**config.mk**
```make
export PLATFORM = sky130hd
export DESIGN_NAME = sie_irq_enable
export DESIGN_NICKNAME = d
export VERILOG_FILES = /design/src/rtl/sie_pkg.sv /design/src/rtl/sie_irq_enable.sv
export VERILOG_INCLUDE_DIRS = /design/src /design/src/rtl
export SDC_FILE = /design/constraint.sdc
export NUM_CORES = 1
export LEC_CHECK = 0
export BUFFER_PORTS_ARGS = -buffer_cell sky130_fd_sc_hd__buf_2
export CORE_MARGIN = 5
export CORE_UTILIZATION = 26
export DETAILED_ROUTE_END_ITERATION = 8
export SLEW_MARGIN = 30
export SYNTH_ARGS = -nofsm -noshare
export SYNTH_HDL_FRONTEND = slang
export SYNTH_SLANG_ARGS = --single-unit
```
**constraint.sdc**
```tcl
create_clock -name clk_i -period 2.4 [get_ports clk_i]
set_clock_uncertainty 0.1 [all_clocks]
set_input_delay 0.12 -clock clk_i [delete_from_list [all_inputs] [get_ports clk_i]]
set_output_delay 0.12 -clock clk_i [all_outputs]
set_load 0.005 [all_outputs]
```
**src/rtl/sie_defines.svh**
```systemverilog
`ifndef SIE_DEFINES_SVH
`define SIE_DEFINES_SVH

// register byte offsets
`define SIE_OFF_IE_CLR   6'h00
`define SIE_OFF_IE_SET   6'h04
`define SIE_OFF_STATUS   6'h08
// number of interrupt sources
`define SIE_NSRC         12
// reset values
`define SIE_IE_RST       12'h000
`define SIE_STAT_RST     12'h000
`define SIE_DAT_RST      32'h0000_0000
// clear register bit that sets its enable instead
`define SIE_CLR_SETS     12'h002
// source bit positions
`define SIE_B_XTAL_MAIN  0
`define SIE_B_XTAL32K    1
`define SIE_B_SLOW_RC    2
`define SIE_B_FAST_RC    3
`define SIE_B_FLL_RDY    4
`define SIE_B_FLL_OOB    5
`define SIE_B_FLL_FINE   6
`define SIE_B_FLL_COARSE 7
`define SIE_B_FLL_REFSTP 8
`define SIE_B_BO_RDY     9
`define SIE_B_BO_DET     10
`define SIE_B_BO_SYNC    11

`endif

```
**src/rtl/sie_pkg.sv**
```systemverilog
package sie_pkg;

  // register targeted by a bus access
  typedef enum {
    SIE_R_IE_CLR,
    SIE_R_IE_SET,
    SIE_R_STATUS,
    SIE_R_NONE
  } sie_reg_e;

  // one accepted bus access
  typedef struct packed {
    logic        wr;
    logic        rd;
    logic [5:0]  adr;
    logic [31:0] bmask;
    logic [31:0] dat;
  } sie_acc_s;

endpackage : sie_pkg

```
**src/rtl/sie_irq_enable.sv**
```systemverilog
`include "sie_defines.svh"

// What this block does
// - writing zero to a clear register bit leaves that enable unchanged
// - writing one to bit 11 clears the brown-out sync-ready enable
// - writing one to bit 10 clears the brown-out detection enable
// - writing one to bit 9 clears the brown-out ready enable
// - writing one to bit 8 clears the loop reference-stopped enable
// - writing one to bit 7 clears the loop coarse-lock enable
// - writing one to bit 6 clears the loop fine-lock enable
// - writing one to bit 5 clears the loop out-of-bounds enable
// - writing one to bit 4 clears the loop ready enable
// - writing one to bit 3 clears the 8 MHz RC ready enable
// - writing one to bit 2 clears the 32 kHz RC ready enable
// - writing one to bit 1 of the clear register sets the crystal ready enable
// - an enabled source with its flag set raises a request; disabled raises none
// - the enable clear register sits at offset zero
// - enables reset to zero; write protection blocks enable register writes
// - the set register sets enables on ones and ignores zeros
module sie_irq_enable
  import sie_pkg::*;
#(
  parameter int NSRC = `SIE_NSRC
) (
  // clock, reset, enable
  input  wire logic            clk_i,
  input  wire logic            rst_i,
  input  wire logic            ce_i,
  // wishbone slave
  input  wire logic            wb_cyc_i,
  input  wire logic            wb_stb_i,
  input  wire logic            wb_we_i,
  input  wire logic [5:0]      wb_adr_i,
  input  wire logic [3:0]      wb_sel_i,
  input  wire logic [31:0]     wb_dat_i,
  output logic      [31:0]     wb_dat_o,
  output logic                 wb_ack_o,
  // write protection and source flags
  input  wire logic            wprot_i,
  input  wire logic [NSRC-1:0] flag_i,
  // interrupt requests
  output logic      [NSRC-1:0] src_req_o,
  output logic                 irq_o
);

  // ----------------------------------------
  // address decode
  // ----------------------------------------
  function automatic sie_reg_e reg_of(input logic [5:0] adr);
    case (adr)
      `SIE_OFF_IE_CLR: reg_of = SIE_R_IE_CLR;
      `SIE_OFF_IE_SET: reg_of = SIE_R_IE_SET;
      `SIE_OFF_STATUS: reg_of = SIE_R_STATUS;
      default:         reg_of = SIE_R_NONE;
    endcase
  endfunction : reg_of

  logic [NSRC-1:0] ie_reg;
  logic [NSRC-1:0] ie_next;
  logic [NSRC-1:0] stat_reg;
  logic [NSRC-1:0] stat_next;
  logic [31:0]     rd_next;
  sie_acc_s        acc;
  sie_reg_e        acc_reg;
  logic [NSRC-1:0] wmask;

  // ----------------------------------------
  // bus access capture
  // ----------------------------------------
  // the write lands at the edge where the master sees ack high
  always_comb begin
    acc.wr    = wb_cyc_i && wb_stb_i && wb_we_i && wb_ack_o;
    acc.rd    = wb_cyc_i && wb_stb_i && !wb_we_i && !wb_ack_o;
    acc.adr   = wb_adr_i;
    acc.dat   = wb_dat_i;
    acc.bmask = {{8{wb_sel_i[3]}}, {8{wb_sel_i[2]}},
                 {8{wb_sel_i[1]}}, {8{wb_sel_i[0]}}};
  end

  assign acc_reg = reg_of(acc.adr);
  assign wmask   = acc.dat[NSRC-1:0] & acc.bmask[NSRC-1:0];

  // ----------------------------------------
  // wishbone handshake
  // ----------------------------------------
  // one ack per request, dropped the cycle after
  always_ff @(posedge clk_i) begin
    if (rst_i) begin
      wb_ack_o <= 1'b0;
    end else if (ce_i) begin
      wb_ack_o <= wb_cyc_i && wb_stb_i && !wb_ack_o;
    end
  end

  // ----------------------------------------
  // interrupt enables
  // ----------------------------------------
  always_comb begin
    ie_next = ie_reg;
    if (acc.wr && !wprot_i) begin
      case (acc_reg)
        SIE_R_IE_CLR: begin
          // zeros keep, ones clear, one odd bit sets
          ie_next = (ie_reg & ~(wmask & ~`SIE_CLR_SETS))
                  | (wmask & `SIE_CLR_SETS);
        end
        SIE_R_IE_SET: begin
          ie_next = ie_reg | wmask;
        end
        default: begin
          ie_next = ie_reg;
        end
      endcase
    end
  end

  always_ff @(posedge clk_i) begin
    if (rst_i) begin
      ie_reg <= `SIE_IE_RST;
    end else if (ce_i) begin
      ie_reg <= ie_next;
    end
  end

  // ----------------------------------------
  // sticky source status
  // ----------------------------------------
  // a flag in the clearing cycle wins over the clear
  always_comb begin
    stat_next = stat_reg;
    if (acc.wr && acc_reg == SIE_R_STATUS) begin
      stat_next = stat_reg & ~wmask;
    end
    stat_next = stat_next | flag_i;
  end

  always_ff @(posedge clk_i) begin
    if (rst_i) begin
      stat_reg <= `SIE_STAT_RST;
    end else if (ce_i) begin
      stat_reg <= stat_next;
    end
  end

  // ----------------------------------------
  // request outputs
  // ----------------------------------------
  genvar g;
  generate
    for (g = 0; g < NSRC; g++) begin : g_req
      always_ff @(posedge clk_i) begin
        if (rst_i) begin
          src_req_o[g] <= 1'b0;
        end else if (ce_i) begin
          src_req_o[g] <= stat_next[g] && ie_next[g];
        end
      end
    end
  endgenerate

  always_ff @(posedge clk_i) begin
    if (rst_i) begin
      irq_o <= 1'b0;
    end else if (ce_i) begin
      irq_o <= |(stat_next & ie_next);
    end
  end

  // ----------------------------------------
  // read data
  // ----------------------------------------
  always_comb begin
    rd_next = `SIE_DAT_RST;
    case (acc_reg)
      SIE_R_IE_CLR: rd_next[NSRC-1:0] = ie_reg;
      SIE_R_IE_SET: rd_next[NSRC-1:0] = ie_reg;
      SIE_R_STATUS: rd_next[NSRC-1:0] = stat_reg;
      default:      rd_next = `SIE_DAT_RST;
    endcase
  end

  always_ff @(posedge clk_i) begin
    if (rst_i) begin
      wb_dat_o <= `SIE_DAT_RST;
    end else if (ce_i) begin
      if (acc.rd) begin
        wb_dat_o <= rd_next;
      end else begin
        wb_dat_o <= `SIE_DAT_RST;
      end
    end
  end

  // ----------------------------------------
  // checks
  // ----------------------------------------
  chk_clr_zero_keeps: assert property (@(posedge clk_i) disable iff (rst_i)
    ce_i && acc.wr && acc_reg == SIE_R_IE_CLR && !wprot_i
    |=> (ie_reg & ~$past(wmask)) == ($past(ie_reg) & ~$past(wmask)))
    else $error("clear register zero changed an enable");

  chk_clr_bit_11: assert property (@(posedge clk_i) disable iff (rst_i)
    ce_i && acc.wr && acc_reg == SIE_R_IE_CLR && !wprot_i
    && wmask[`SIE_B_BO_SYNC] |=> !ie_reg[`SIE_B_BO_SYNC])
    else $error("sync ready enable not cleared");

  chk_clr_bit_10: assert property (@(posedge clk_i) disable iff (rst_i)
    ce_i && acc.wr && acc_reg == SIE_R_IE_CLR && !wprot_i
    && wmask[`SIE_B_BO_DET] |=> !ie_reg[`SIE_B_BO_DET] && !src_req_o[`SIE_B_BO_DET])
    else $error("detection enable not cleared");

  chk_clr_low_bits: assert property (@(posedge clk_i)
    disable iff (rst_i)
    ce_i && acc.wr && acc_reg == SIE_R_IE_CLR && !wprot_i
    |=> (ie_reg[`SIE_B_BO_RDY:`SIE_B_SLOW_RC]
         & $past(wmask[`SIE_B_BO_RDY:`SIE_B_SLOW_RC])) == 8'h00)
    else $error("clear register one left an enable set");

  chk_clr_sets_xtal: assert property (@(posedge clk_i) disable iff (rst_i)
    ce_i && acc.wr && acc_reg == SIE_R_IE_CLR && !wprot_i
    && wmask[`SIE_B_XTAL32K] |=> ie_reg[`SIE_B_XTAL32K])
    else $error("crystal ready enable not set");

  chk_req_follows: assert property (@(posedge clk_i) disable iff (rst_i)
    ce_i && !acc.wr |=> irq_o == |(stat_reg & ie_reg))
    else $error("interrupt output disagrees with status and enables");

  chk_set_reg: assert property (@(posedge clk_i) disable iff (rst_i)
    ce_i && acc.wr && acc_reg == SIE_R_IE_SET && !wprot_i
    |=> ie_reg == ($past(ie_reg) | $past(wmask)))
    else $error("set register write wrong");

  chk_wprot_holds: assert property (@(posedge clk_i) disable iff (rst_i)
    ce_i && acc.wr && wprot_i && acc_reg != SIE_R_STATUS |=> $stable(ie_reg))
    else $error("protected write changed enables");

  chk_read_enables: assert property (@(posedge clk_i) disable iff (rst_i)
    ce_i && acc.rd && wb_adr_i == `SIE_OFF_IE_CLR
    |=> wb_ack_o && wb_dat_o[NSRC-1:0] == $past(ie_reg))
    else $error("clear register read not the enables");

  chk_ack_once: assert property (@(posedge clk_i) disable iff (rst_i)
    ce_i && wb_ack_o |=> !wb_ack_o)
    else $error("ack held two cycles");

  chk_ack_answer: assert property (@(posedge clk_i) disable iff (rst_i)
    ce_i && wb_cyc_i && wb_stb_i && !wb_ack_o |=> wb_ack_o)
    else $error("request not answered next cycle");

  chk_dat_idle: assert property (@(posedge clk_i) disable iff (rst_i)
    !wb_ack_o |-> wb_dat_o == `SIE_DAT_RST)
    else $error("read data outside the ack cycle");

  chk_read_set: assert property (@(posedge clk_i) disable iff (rst_i)
    ce_i && acc.rd && wb_adr_i == `SIE_OFF_IE_SET
    |=> wb_ack_o && wb_dat_o[NSRC-1:0] == $past(ie_reg))
    else $error("set register read not the enables");

  chk_clr_bit_8: assert property (@(posedge clk_i) disable iff (rst_i)
    ce_i && acc.wr && acc_reg == SIE_R_IE_CLR && !wprot_i
    && wmask[`SIE_B_FLL_REFSTP] |=> !ie_reg[`SIE_B_FLL_REFSTP])
    else $error("reference stopped enable not cleared");

  chk_clr_bit_0: assert property (@(posedge clk_i) disable iff (rst_i)
    ce_i && acc.wr && acc_reg == SIE_R_IE_CLR && !wprot_i
    && wmask[`SIE_B_XTAL_MAIN] |=> !ie_reg[`SIE_B_XTAL_MAIN])
    else $error("main crystal enable not cleared");

  chk_set_zero_keeps: assert property (@(posedge clk_i) disable iff (rst_i)
    ce_i && acc.wr && acc_reg == SIE_R_IE_SET && !wprot_i
    |=> (ie_reg & ~$past(wmask)) == ($past(ie_reg) & ~$past(wmask)))
    else $error("set register zero changed an enable");

  chk_stat_clear: assert property (@(posedge clk_i) disable iff (rst_i)
    ce_i && acc.wr && acc_reg == SIE_R_STATUS
    |=> (stat_reg & $past(wmask & ~flag_i)) == {NSRC{1'b0}})
    else $error("status bit survived its clear");

  chk_flag_wins: assert property (@(posedge clk_i) disable iff (rst_i)
    ce_i && |flag_i
    |=> (stat_reg & $past(flag_i)) == $past(flag_i))
    else $error("flag lost against a status clear");

  chk_flag_raises: assert property (@(posedge clk_i) disable iff (rst_i)
    ce_i && !acc.wr && |(flag_i & ie_reg)
    |=> irq_o && ((src_req_o & $past(flag_i & ie_reg)) == $past(flag_i & ie_reg)))
    else $error("enabled flag raised no request");

  chk_disabled_quiet: assert property (@(posedge clk_i) disable iff (rst_i)
    ce_i
    |=> (src_req_o & ~ie_reg) == {NSRC{1'b0}})
    else $error("request from a disabled source");

  chk_irq_is_or: assert property (@(posedge clk_i) disable iff (rst_i)
    irq_o == |src_req_o)
    else $error("interrupt output disagrees with the requests");

  chk_reset_clears: assert property (@(posedge clk_i)
    rst_i
    |=> ie_reg == `SIE_IE_RST && stat_reg == `SIE_STAT_RST && !irq_o && !wb_ack_o)
    else $error("reset left state behind");

  chk_ce_freeze: assert property (@(posedge clk_i) disable iff (rst_i)
    !ce_i
    |=> $stable(ie_reg) && $stable(stat_reg) && $stable(wb_ack_o) && $stable(irq_o))
    else $error("state moved with the clock enable low");

endmodule : sie_irq_enable

```
==> flow_summary.yaml, run 1 <==
clock_network:
  cts_buffers: 5
  clock_latency_ns: 0.31
  h-tree-depth: 2
  path_clk_slew_ns: 0.10
  clock_sinks: 50
  max-clock-path-buffers: 2
  cts_tree: "done"
  ctsRootBufferMaster: "clkbuf_8"
  cts_resized: 0
timing:
  rsz0062_at_grt: "no"
  setup_tns_ns: 0
  finalHoldViolations: 0
  tightest_slew_ns: 0.620
  fin_ws_ns: 0.269
  maxSlewViolCount: 0
  relSlewSlack: 0.587
  layout_min_cycle_time_ns: 2.13
  max_freq_mhz: 469
  final-setup-viol-count: 0
  period_share: 0.888
die:
  core_area_um2: 9860
  die_area_um2: 12300
  start_util: 0.269
  die_y_um: 111
  num_io_pins: 107
  fp-row-count: 36
  die_x_um: 111
grt:
  grt_first_pass_wirelength_um: 13300
  grt_max_degree: 32
  grt_overflow: 0
  grt_pass1_vias: 2552
  grt_antenna_before_repair: 0
  grtUsageTotal: 0.130
placement:
  gp_congestion: 0.832
  dpl_cell_area_um2: 3070
  io_buffers: 64
  hpwlAfterDp_um: 6070
  dp_slack_ns: -0.0124
cells_and_area:
  fillers: 1038
  nets: 468
  design_area_um2: 3290
  num_antenna_cells: 0
  drive_above_1_share: 0.248
  layout.area.seq_um2: 1000
  multi_input_area_um2: 1430
  areaGrowthSynthToFinish_pct: 24.2
logic_synthesis:
  ys_seq_area_frac: 0.378
  synthesis.area_um2: 2650
  ys_ff_latch: 50
  avgSynthCellArea_um2: 8.00
  yosys_warnings: 0
  synth_cell_types: 35
  syn_inst: 331
hold_path:
  min_path_type: "primary input to flop"
  hold_path_depth: 4
setup_path:
  slowest_stage: "or4_4"
  critPathLaunchType: "flop"
  worstPathRequired_ns: 2.48
  worstSetupPathDepth: 8
  max_stage_delay_ns: 0.45
  r2r_cells: 8
  criticalPathCategory: "flop to flop"
  crit_fanout: 6
  crit_chain: "nand4_1 -> buf_4 -> buf_4 -> or4_4 -> o21ai_2 -> nand3_1 -> a2111oi_2 -> a311oi_1"
  cp.arrival_ns: 2.21
  path_buf_inv: 2
  crit_path_frequent_cell: "buf_4"
  worstSetupEndpointType: "flop"
  cpLargestDelayFamily: "compound AO/OA/AOI/OAI gates"
power:
  seq_power_share: 0.538
  p_per_area_nw_per_um2: 497
  p_int_uw: 1190
  swShare: 0.274
  power.switching_uw: 449
  p_clk_frac: 0.320
  ir_drop_uv: 287
  leakage_uw: 0.00133
  pwr-share-comb: 0.142
drt:
  first_iter_violations: 119
  final_antenna_net_count: 0
  wl_per_cell_um: 14.9
  wirelength_um: 8090
  vias: 2561
  drc: 0
  viasPerCell: 4.73
  dr.pass1.iters: 4
status:
  outcome: "completed"
run:
  max_cap_violations: 0
routing by layer:
metal / up-vias / global-route usage / share of wire
li1: 1274 / - / -
met2: 77 / 0.223 / 0.48
met1: 1201 / 0.164 / 0.45
met4: 0 / 0.0361 / 0.012
met5: - / 0 / 0
met3: 9 / 0.0267 / 0.055
path summary, 6_finish.rpt:
kind | from | to | slack [ns]
worst max-delay path | wb_ack_o$_SDFFE_PP0P_ | irq_o$_SDFFE_PP0P_ | 0.27
worst min-delay path | wb_dat_i[8] | stat_reg[8]$_SDFFE_PP0P_ | 0.11
worst max register to register | wb_ack_o$_SDFFE_PP0P_ | irq_o$_SDFFE_PP0P_ | 0.27
worst min register to register | src_req_o[4]$_SDFFE_PP0P_ | src_req_o[4]$_SDFFE_PP0P_ | 0.37
cell families (layout without fill, tap and decap cells):
kind of cell    after synthesis  in the layout  synth area share
simple gates                118            118             0.238
flops                        50             50             0.378
compound gates               89             89             0.199
other cells                   1             20           0.00142
mux                          20             20            0.0756
buf+inv                      53            111             0.108
Yosys cell counts:
cell type	count	area (µm²)
nand3b_1	9	67.6
conb_1	1	3.75
nor2b_1	2	12.5
o21ai_0	24	120
nand3_1	3	15.0
nand4_1	4	25.0
inv_1	11	41.3
nand2_1	27	101
a22oi_1	14	105
a21oi_1	35	175
or3_1	2	12.5
nor2_1	53	199
buf_2	1	5.00
buf_4	21	158
nor3_1	1	5.00
buf_1	3	11.3
o21a_1	1	7.51
o21ai_2	1	8.76
a2111oi_2	1	15.0
and4_1	1	8.76
or4_4	2	22.5
nor4_1	1	6.26
nor4_4	1	21.3
a311oi_1	1	8.76
buf_6	1	11.3
clkbuf_1	16	60.1
or4_1	1	7.51
nor4_2	8	100
mux2i_1	20	200
or4b_1	2	20.0
and2_1	1	6.26
o22ai_1	1	6.26
a31oi_1	2	12.5
a211oi_1	9	67.6
dfxtp_1	50	1000
stage by stage:
stage	power, µW	cells	util	hold WS, ns
2_1_floorplan	1050	350	-	0.165
3_3_place_gp	1110	520	0.312	0.284
3_5_place_dp	1120	520	0.312	0.290
4_1_cts	1650	539	0.332	0.110
5_1_grt	1710	541	0.334	0.155
6_report	1640	541	0.334	0.111
power groups by stage:
stage / clock [µW] / combinational, µW / sequential, µW
final: 524 / 233 / 881
after global routing: 566 / 262 / 885
after global placement: 0 / 212 / 897
after detailed placement: 0 / 216 / 899
after floorplan: 0 / 153 / 895
after CTS: 536 / 231 / 880
cell usage in the layout (no fill, tap or decap), types with 6 or more instances in the layout:
cell type      instances
a211oi_1               9
a21oi_1               35
a22oi_1               14
buf_2                 64
buf_4                 17
clkbuf_8               6
conb_1                20
dfxtp_1               50
dlygate4sd3_1         11
inv_1                 11
mux2i_1               20
nand2_1               27
nand3b_1               9
nor2_1                53
nor4_2                 8
o21ai_0               24
tightest hold or removal path, stage by stage:
cell	delay, ns
buf_2	0.09
nand2_1	0.06
o21ai_0	0.15
a21oi_1	0.06
cell type report:
type                    count  share of cell area
well taps                 133              0.0506
multi-input cells         247               0.435
repair buffers             92               0.170
clock buffers               7              0.0262
clock inverters             1             0.00152
inverters                  11              0.0125
flip-flops and latches     50               0.304
timing repair:
item | 4_1_cts | 5_1_grt
buffers inserted | 0 | 2
setup endpoints to repair | 0 | 1
hold endpoints to repair | 11 | 0
hold buffers | 11 | 0
(Power assumes the default switching activity.)
==> run 2: changes to the inputs <==
==> constraint.sdc (replaced) <==
create_clock -name clk_i -period 2.5 [get_ports clk_i]
set_clock_uncertainty 0.1 [all_clocks]
set_input_delay 0.75 -clock clk_i [delete_from_list [all_inputs] [get_ports clk_i]]
set_output_delay 0.75 -clock clk_i [all_outputs]
set_load 0.005 [all_outputs]
==> run 2 against run 1 <==
Net effect: the flow now finishes with violations (setup timing); total power increased by 3.1%; critical path type is now primary input to flop; sequential share of layout area decreased by 2.2 points; first-iteration DRC count up 50%.
==> flow_summary.yaml, run 2 (synthesis results as in run 1) <==
clock_network:
  postCtsHoldBufs: 0
  clock_latency_ns: 0.31
  h-tree-depth: 2
  ctsRootBufferMaster: "clkbuf_8"
  cts_tree: "done"
  max-clock-path-buffers: 2
  clock_sinks: 50
  path_clk_slew_ns: 0.09
  cts_buffers: 5
cells_and_area:
  instances_no_fill: 555
  areaGrowthSynthToFinish_pct: 33.9
  layout_common_cells: "buf_2 (63), nor2_1 (52), dfxtp_1 (50)"
  fillers: 1018
  design_area_um2: 3550
  drive_above_1_share: 0.336
  final_common_cell: "buf_2"
  nets: 482
  num_antenna_cells: 0
setup_path:
  r2r-start: "wb_ack_o$_SDFFE_PP0P_"
  cp.arrival_ns: 2.71
  r2r_slack_ns: 0.25
  r2r_cells: 7
  crit_fanout: 7
  criticalPathCategory: "primary input to flop"
  rr_endpoint: "irq_o$_SDFFE_PP0P_"
  setup.worst_path.end: "irq_o$_SDFFE_PP0P_"
  worstSetupEndpointType: "flop"
  crit_start: "wb_adr_i[0]"
  critPathLaunchType: "primary input"
  worstPathRequired_ns: 2.58
die:
  num_io_pins: 107
  core_area_um2: 9860
  fp-row-count: 36
  start_util: 0.269
  die_area_um2: 12300
  die_y_um: 111
  die_x_um: 111
timing:
  final-setup-viol-count: 4
  fin_ws_ns: -0.128
  finalHoldViolations: 0
  rsz0062_at_grt: "yes"
  maxSlewViolCount: 0
  max_freq_mhz: 380
  layout_min_cycle_time_ns: 2.63
  period_share: 1.05
power:
  leakage_uw: 0.00147
  p_per_area_nw_per_um2: 476
  total_power_uw: 1690
  ir_drop_uv: 296
placement:
  dp_slack_ns: -0.499
  gp_congestion: 0.839
  dpl_cell_area_um2: 3220
  io_buffers: 64
  placed_cells: 538
  hpwlAfterDp_um: 6100
hold_path:
  min_path_type: "flop to flop"
grt:
  grt_pass1_vias: 2710
  grt_overflow: 0
  grt_antenna_before_repair: 0
  grt_first_pass_wirelength_um: 13600
  grtUsageTotal: 0.133
  grt_max_degree: 34
run:
  max_cap_violations: 0
drt:
  viasPerCell: 4.83
  wl_per_cell_um: 15.4
  vias: 2679
  dr.pass1.iters: 5
  final_antenna_net_count: 0
  drc: 0
  first_iter_violations: 179
  wirelength_um: 8540
status:
  violations: "setup timing"
  outcome: "finished with violations"
-- run 2: changes by cell type in the layout (fill, tap and decap cells not counted), moves of 6 or more --
cell           previous run  this run
a21oi_2                   0         6
nor4_4                    1         7
nor4_2                    8         2
dlygate4sd3_1            11         0
buf_4                    17        40
a21oi_1                  35        28
-- run 2: how the worst min path moves through the flow --
stage | startpoint | endpoint | slack, ns | cells after the start
2_1_floorplan | stat_reg[3]$_SDFFE_PP0P_ | stat_reg[3]$_SDFFE_PP0P_ | 0.34 | 1
3_3_place_gp | src_req_o[4]$_SDFFE_PP0P_ | src_req_o[4]$_SDFFE_PP0P_ | 0.35 | 2
3_5_place_dp | src_req_o[4]$_SDFFE_PP0P_ | src_req_o[4]$_SDFFE_PP0P_ | 0.35 | 2
4_1_cts | src_req_o[4]$_SDFFE_PP0P_ | src_req_o[4]$_SDFFE_PP0P_ | 0.37 | 2
5_1_grt | src_req_o[4]$_SDFFE_PP0P_ | src_req_o[4]$_SDFFE_PP0P_ | 0.41 | 2
6_report | src_req_o[4]$_SDFFE_PP0P_ | src_req_o[4]$_SDFFE_PP0P_ | 0.37 | 2
-- run 2: power breakdown --
part	internal, µW	switching (µW)
Combinational	112	151
Sequential	825	21.8
Clock	300	277
Total	1240	450
-- run 2: critical path, cell delays in order --
cell	delay (ns)
buf_6	0.09
or4_4	0.58
buf_4	0.20
nor4_4	0.29
mux2i_2	0.32
a21oi_2	0.08
nor4_1	0.27
a311oi_1	0.13
-- run 2: through the flow --
| stage | TNS [ns] | utilization | hold WS, ns |
|---|---|---|---|
| final | -0.192 | 0.360 | 0.367 |
| after global routing | -0.439 | 0.360 | 0.410 |
| after CTS | -0.125 | 0.351 | 0.369 |
| after detailed placement | -5.01 | 0.327 | 0.355 |
| after global placement | -4.58 | 0.327 | 0.355 |
| after floorplan | -0.202 | - | 0.344 |
-- run 2: final cells by class --
cell class                 count  area [µm²]  area share
inverter                      11        41.3      0.0116
timing repair buffer         106         658       0.186
sequential                    50        1000       0.282
tap                          133         166      0.0469
clock inverter                 1        30.0     0.00847
multi-input combinational    247        1570       0.444
clock buffer                   7        76.3      0.0215
-- run 2: layer usage --
| layer | GRT usage | up-vias | part of all wire |
|---|---|---|---|
| met5 | 0 | - | 0 |
| met4 | 0.0476 | 0 | 0.025 |
| met3 | 0.0273 | 17 | 0.060 |
| met2 | 0.225 | 95 | 0.49 |
| met1 | 0.169 | 1265 | 0.43 |
| li1 | - | 1302 | - |
-- run 2: what timing repair did --
action	in CTS	in global routing
endpoints found under the setup margin	4	10
gates cloned	0	0
buffers inserted	5	4
pin swaps	8	4
gates resized for setup	16	14
==> run 3: changes to the inputs <==
--- a/config.mk
+++ b/config.mk
@@ -7,6 +7,7 @@
 export NUM_CORES = 1
 export LEC_CHECK = 0
 export BUFFER_PORTS_ARGS = -buffer_cell sky130_fd_sc_hd__buf_2
+export CORE_ASPECT_RATIO = 1.5
 export CORE_MARGIN = 5
 export CORE_UTILIZATION = 26
 export DETAILED_ROUTE_END_ITERATION = 8
==> run 3 against run 2 <==
Net effect: the flow still finishes with violations (setup timing); non-clock buffer count is 7 higher; maximum frequency shrank 2.3%; design area increased by 2.3%; critical endpoint unchanged.
==> flow_summary.yaml, run 3 (synthesis results as in run 1) <==
drt:
  viasPerCell: 4.87
  final_antenna_net_count: 0
  wl_per_cell_um: 15.3
  first_iter_violations: 159
  dr.pass1.iters: 4
  drc: 0
  wirelength_um: 8350
  vias: 2660
status:
  violations: "setup timing"
  outcome: "finished with violations"
die:
  start_util: 0.263
  die_x_um: 92.4
  die_y_um: 134
  core_area_um2: 10100
  num_io_pins: 107
  fp-row-count: 45
  die_area_um2: 12300
clock_network:
  cts_buffers: 5
  clock_latency_ns: 0.29
  h-tree-depth: 2
  postCtsHoldBufs: 0
  ctsRootBufferMaster: "clkbuf_16"
  cts_tree: "done"
  path_clk_slew_ns: 0.07
  clock_sinks: 50
  max-clock-path-buffers: 2
placement:
  placed_cells: 529
  gp_congestion: 0.819
  hpwlAfterDp_um: 6290
  io_buffers: 64
power:
  p_per_area_nw_per_um2: 509
  seq_power_share: 0.458
  p_clk_frac: 0.400
  power.switching_uw: 456
  leakage_uw: 0.00153
  ir_drop_uv: 282
  pwr-share-comb: 0.142
  swShare: 0.246
  p_int_uw: 1390
timing:
  finalHoldViolations: 0
  maxSlewViolCount: 0
  final-setup-viol-count: 6
  period_share: 1.08
  layout_min_cycle_time_ns: 2.69
  max_freq_mhz: 372
  relSlewSlack: 0.664
  tightest_slew_ns: 0.505
  fin_ws_ns: -0.191
  fin_hold_ws_ns: 0.365
  rsz0062_at_grt: "yes"
grt:
  grt_first_pass_wirelength_um: 13300
  grt_overflow: 0
  grt_max_degree: 49
  grt_antenna_before_repair: 0
  grt_pass1_vias: 2719
  grtUsageTotal: 0.135
hold_path:
  min_path_type: "flop to flop"
  worstHoldStart: "src_req_o[2]$_SDFFE_PP0P_"
  min_to: "src_req_o[2]$_SDFFE_PP0P_"
  hold_path_depth: 2
cells_and_area:
  num_antenna_cells: 0
  final_common_cell: "buf_2"
  instances_no_fill: 546
  drive_above_1_share: 0.352
  areaGrowthSynthToFinish_pct: 37.0
  layout_common_cells: "buf_2 (62), nor2_1 (50), dfxtp_1 (50)"
  nets: 489
setup_path:
  criticalPathCategory: "primary input to flop"
  crit_path_frequent_cell: "or4_4"
  r2r_slack_ns: 0.32
  cpLargestDelayFamily: "simple AND/OR/NAND/NOR gates"
  r2r-start: "wb_ack_o$_SDFFE_PP0P_"
  max_stage_delay_ns: 0.58
  worstSetupEndpointType: "flop"
  crit_fanout: 6
  slowest_stage: "or4_4"
  critPathLaunchType: "primary input"
  worstSetupPathDepth: 7
  worstPathRequired_ns: 2.56
  r2r_cells: 7
  cp.arrival_ns: 2.75
  path_buf_inv: 1
  crit_chain: "buf_6 -> or4_4 -> or4_4 -> o21ai_2 -> nand3_1 -> a2111oi_2 -> a311oi_2"
  rr_endpoint: "irq_o$_SDFFE_PP0P_"
run:
  max_cap_violations: 0
-- run 3: final cells by class --
class	count	area (µm²)
Multi-Input combinational cell	247	1540
Tap cell	117	146
Timing Repair Buffer	113	733
Clock buffer	8	166
Inverter	11	41.3
Fill cell	1024	6450
Sequential cell	50	1000
-- run 3: routing by layer --
| layer | GRT usage | share of wire | up-vias | wire [µm] |
|---|---|---|---|---|
| met5 | 0 | 0 | - | 0 |
| met4 | 0.0769 | 0.039 | 0 | 327 |
| met3 | 0.0249 | 0.051 | 23 | 428 |
| met2 | 0.243 | 0.51 | 89 | 4290 |
| met1 | 0.146 | 0.40 | 1235 | 3310 |
| li1 | - | - | 1313 | - |
-- run 3: worst max-delay path by stage --
stage | start | endpoint | slack (ns)
2_1_floorplan | wb_adr_i[5] | irq_o$_SDFFE_PP0P_ | -0.19
3_3_place_gp | wb_adr_i[5] | irq_o$_SDFFE_PP0P_ | -0.45
3_5_place_dp | wb_adr_i[5] | irq_o$_SDFFE_PP0P_ | -0.50
4_1_cts | wb_adr_i[5] | irq_o$_SDFFE_PP0P_ | -0.14
5_1_grt | wb_adr_i[0] | irq_o$_SDFFE_PP0P_ | -0.25
6_report | wb_adr_i[0] | irq_o$_SDFFE_PP0P_ | -0.19
-- run 3: stage by stage --
stage	TNS (ns)	worst slack, ns	instance area, µm²	total power, µW	util
final	-0.336	-0.191	3630	1850	0.360
after global routing	-1.30	-0.252	3630	1920	0.360
after CTS	-0.273	-0.139	3560	1850	0.353
after detailed placement	-5.71	-0.502	3270	1100	0.324
after global placement	-4.85	-0.450	3270	1090	0.324
after floorplan	-0.202	-0.195	2720	1010	-
-- run 3: repair_timing --
| action | CTS | global route |
|---|---|---|
| setup endpoints to repair | 8 | 17 |
| buffers inserted | 8 | 3 |
| pin swaps | 2 | 6 |
| gates resized for setup | 12 | 20 |
| hold endpoints to repair | 0 | 0 |
-- run 3: worst register-to-register path: cells and delay by family (launching register included) --
kind	cells	cell delay, ns
simple gates	2	0.46
mux	1	0.29
compound gates	3	0.54
buf+inv	1	0.26
flops	1	0.39
-- run 3: power by group through the flow --
stage / clock, µW / combinational, µW / sequential, µW
6_report: 739 / 262 / 847
5_1_grt: 786 / 287 / 850
4_1_cts: 758 / 250 / 846
3_5_place_dp: 0 / 236 / 863
3_3_place_gp: 0 / 230 / 862
2_1_floorplan: 0 / 147 / 859
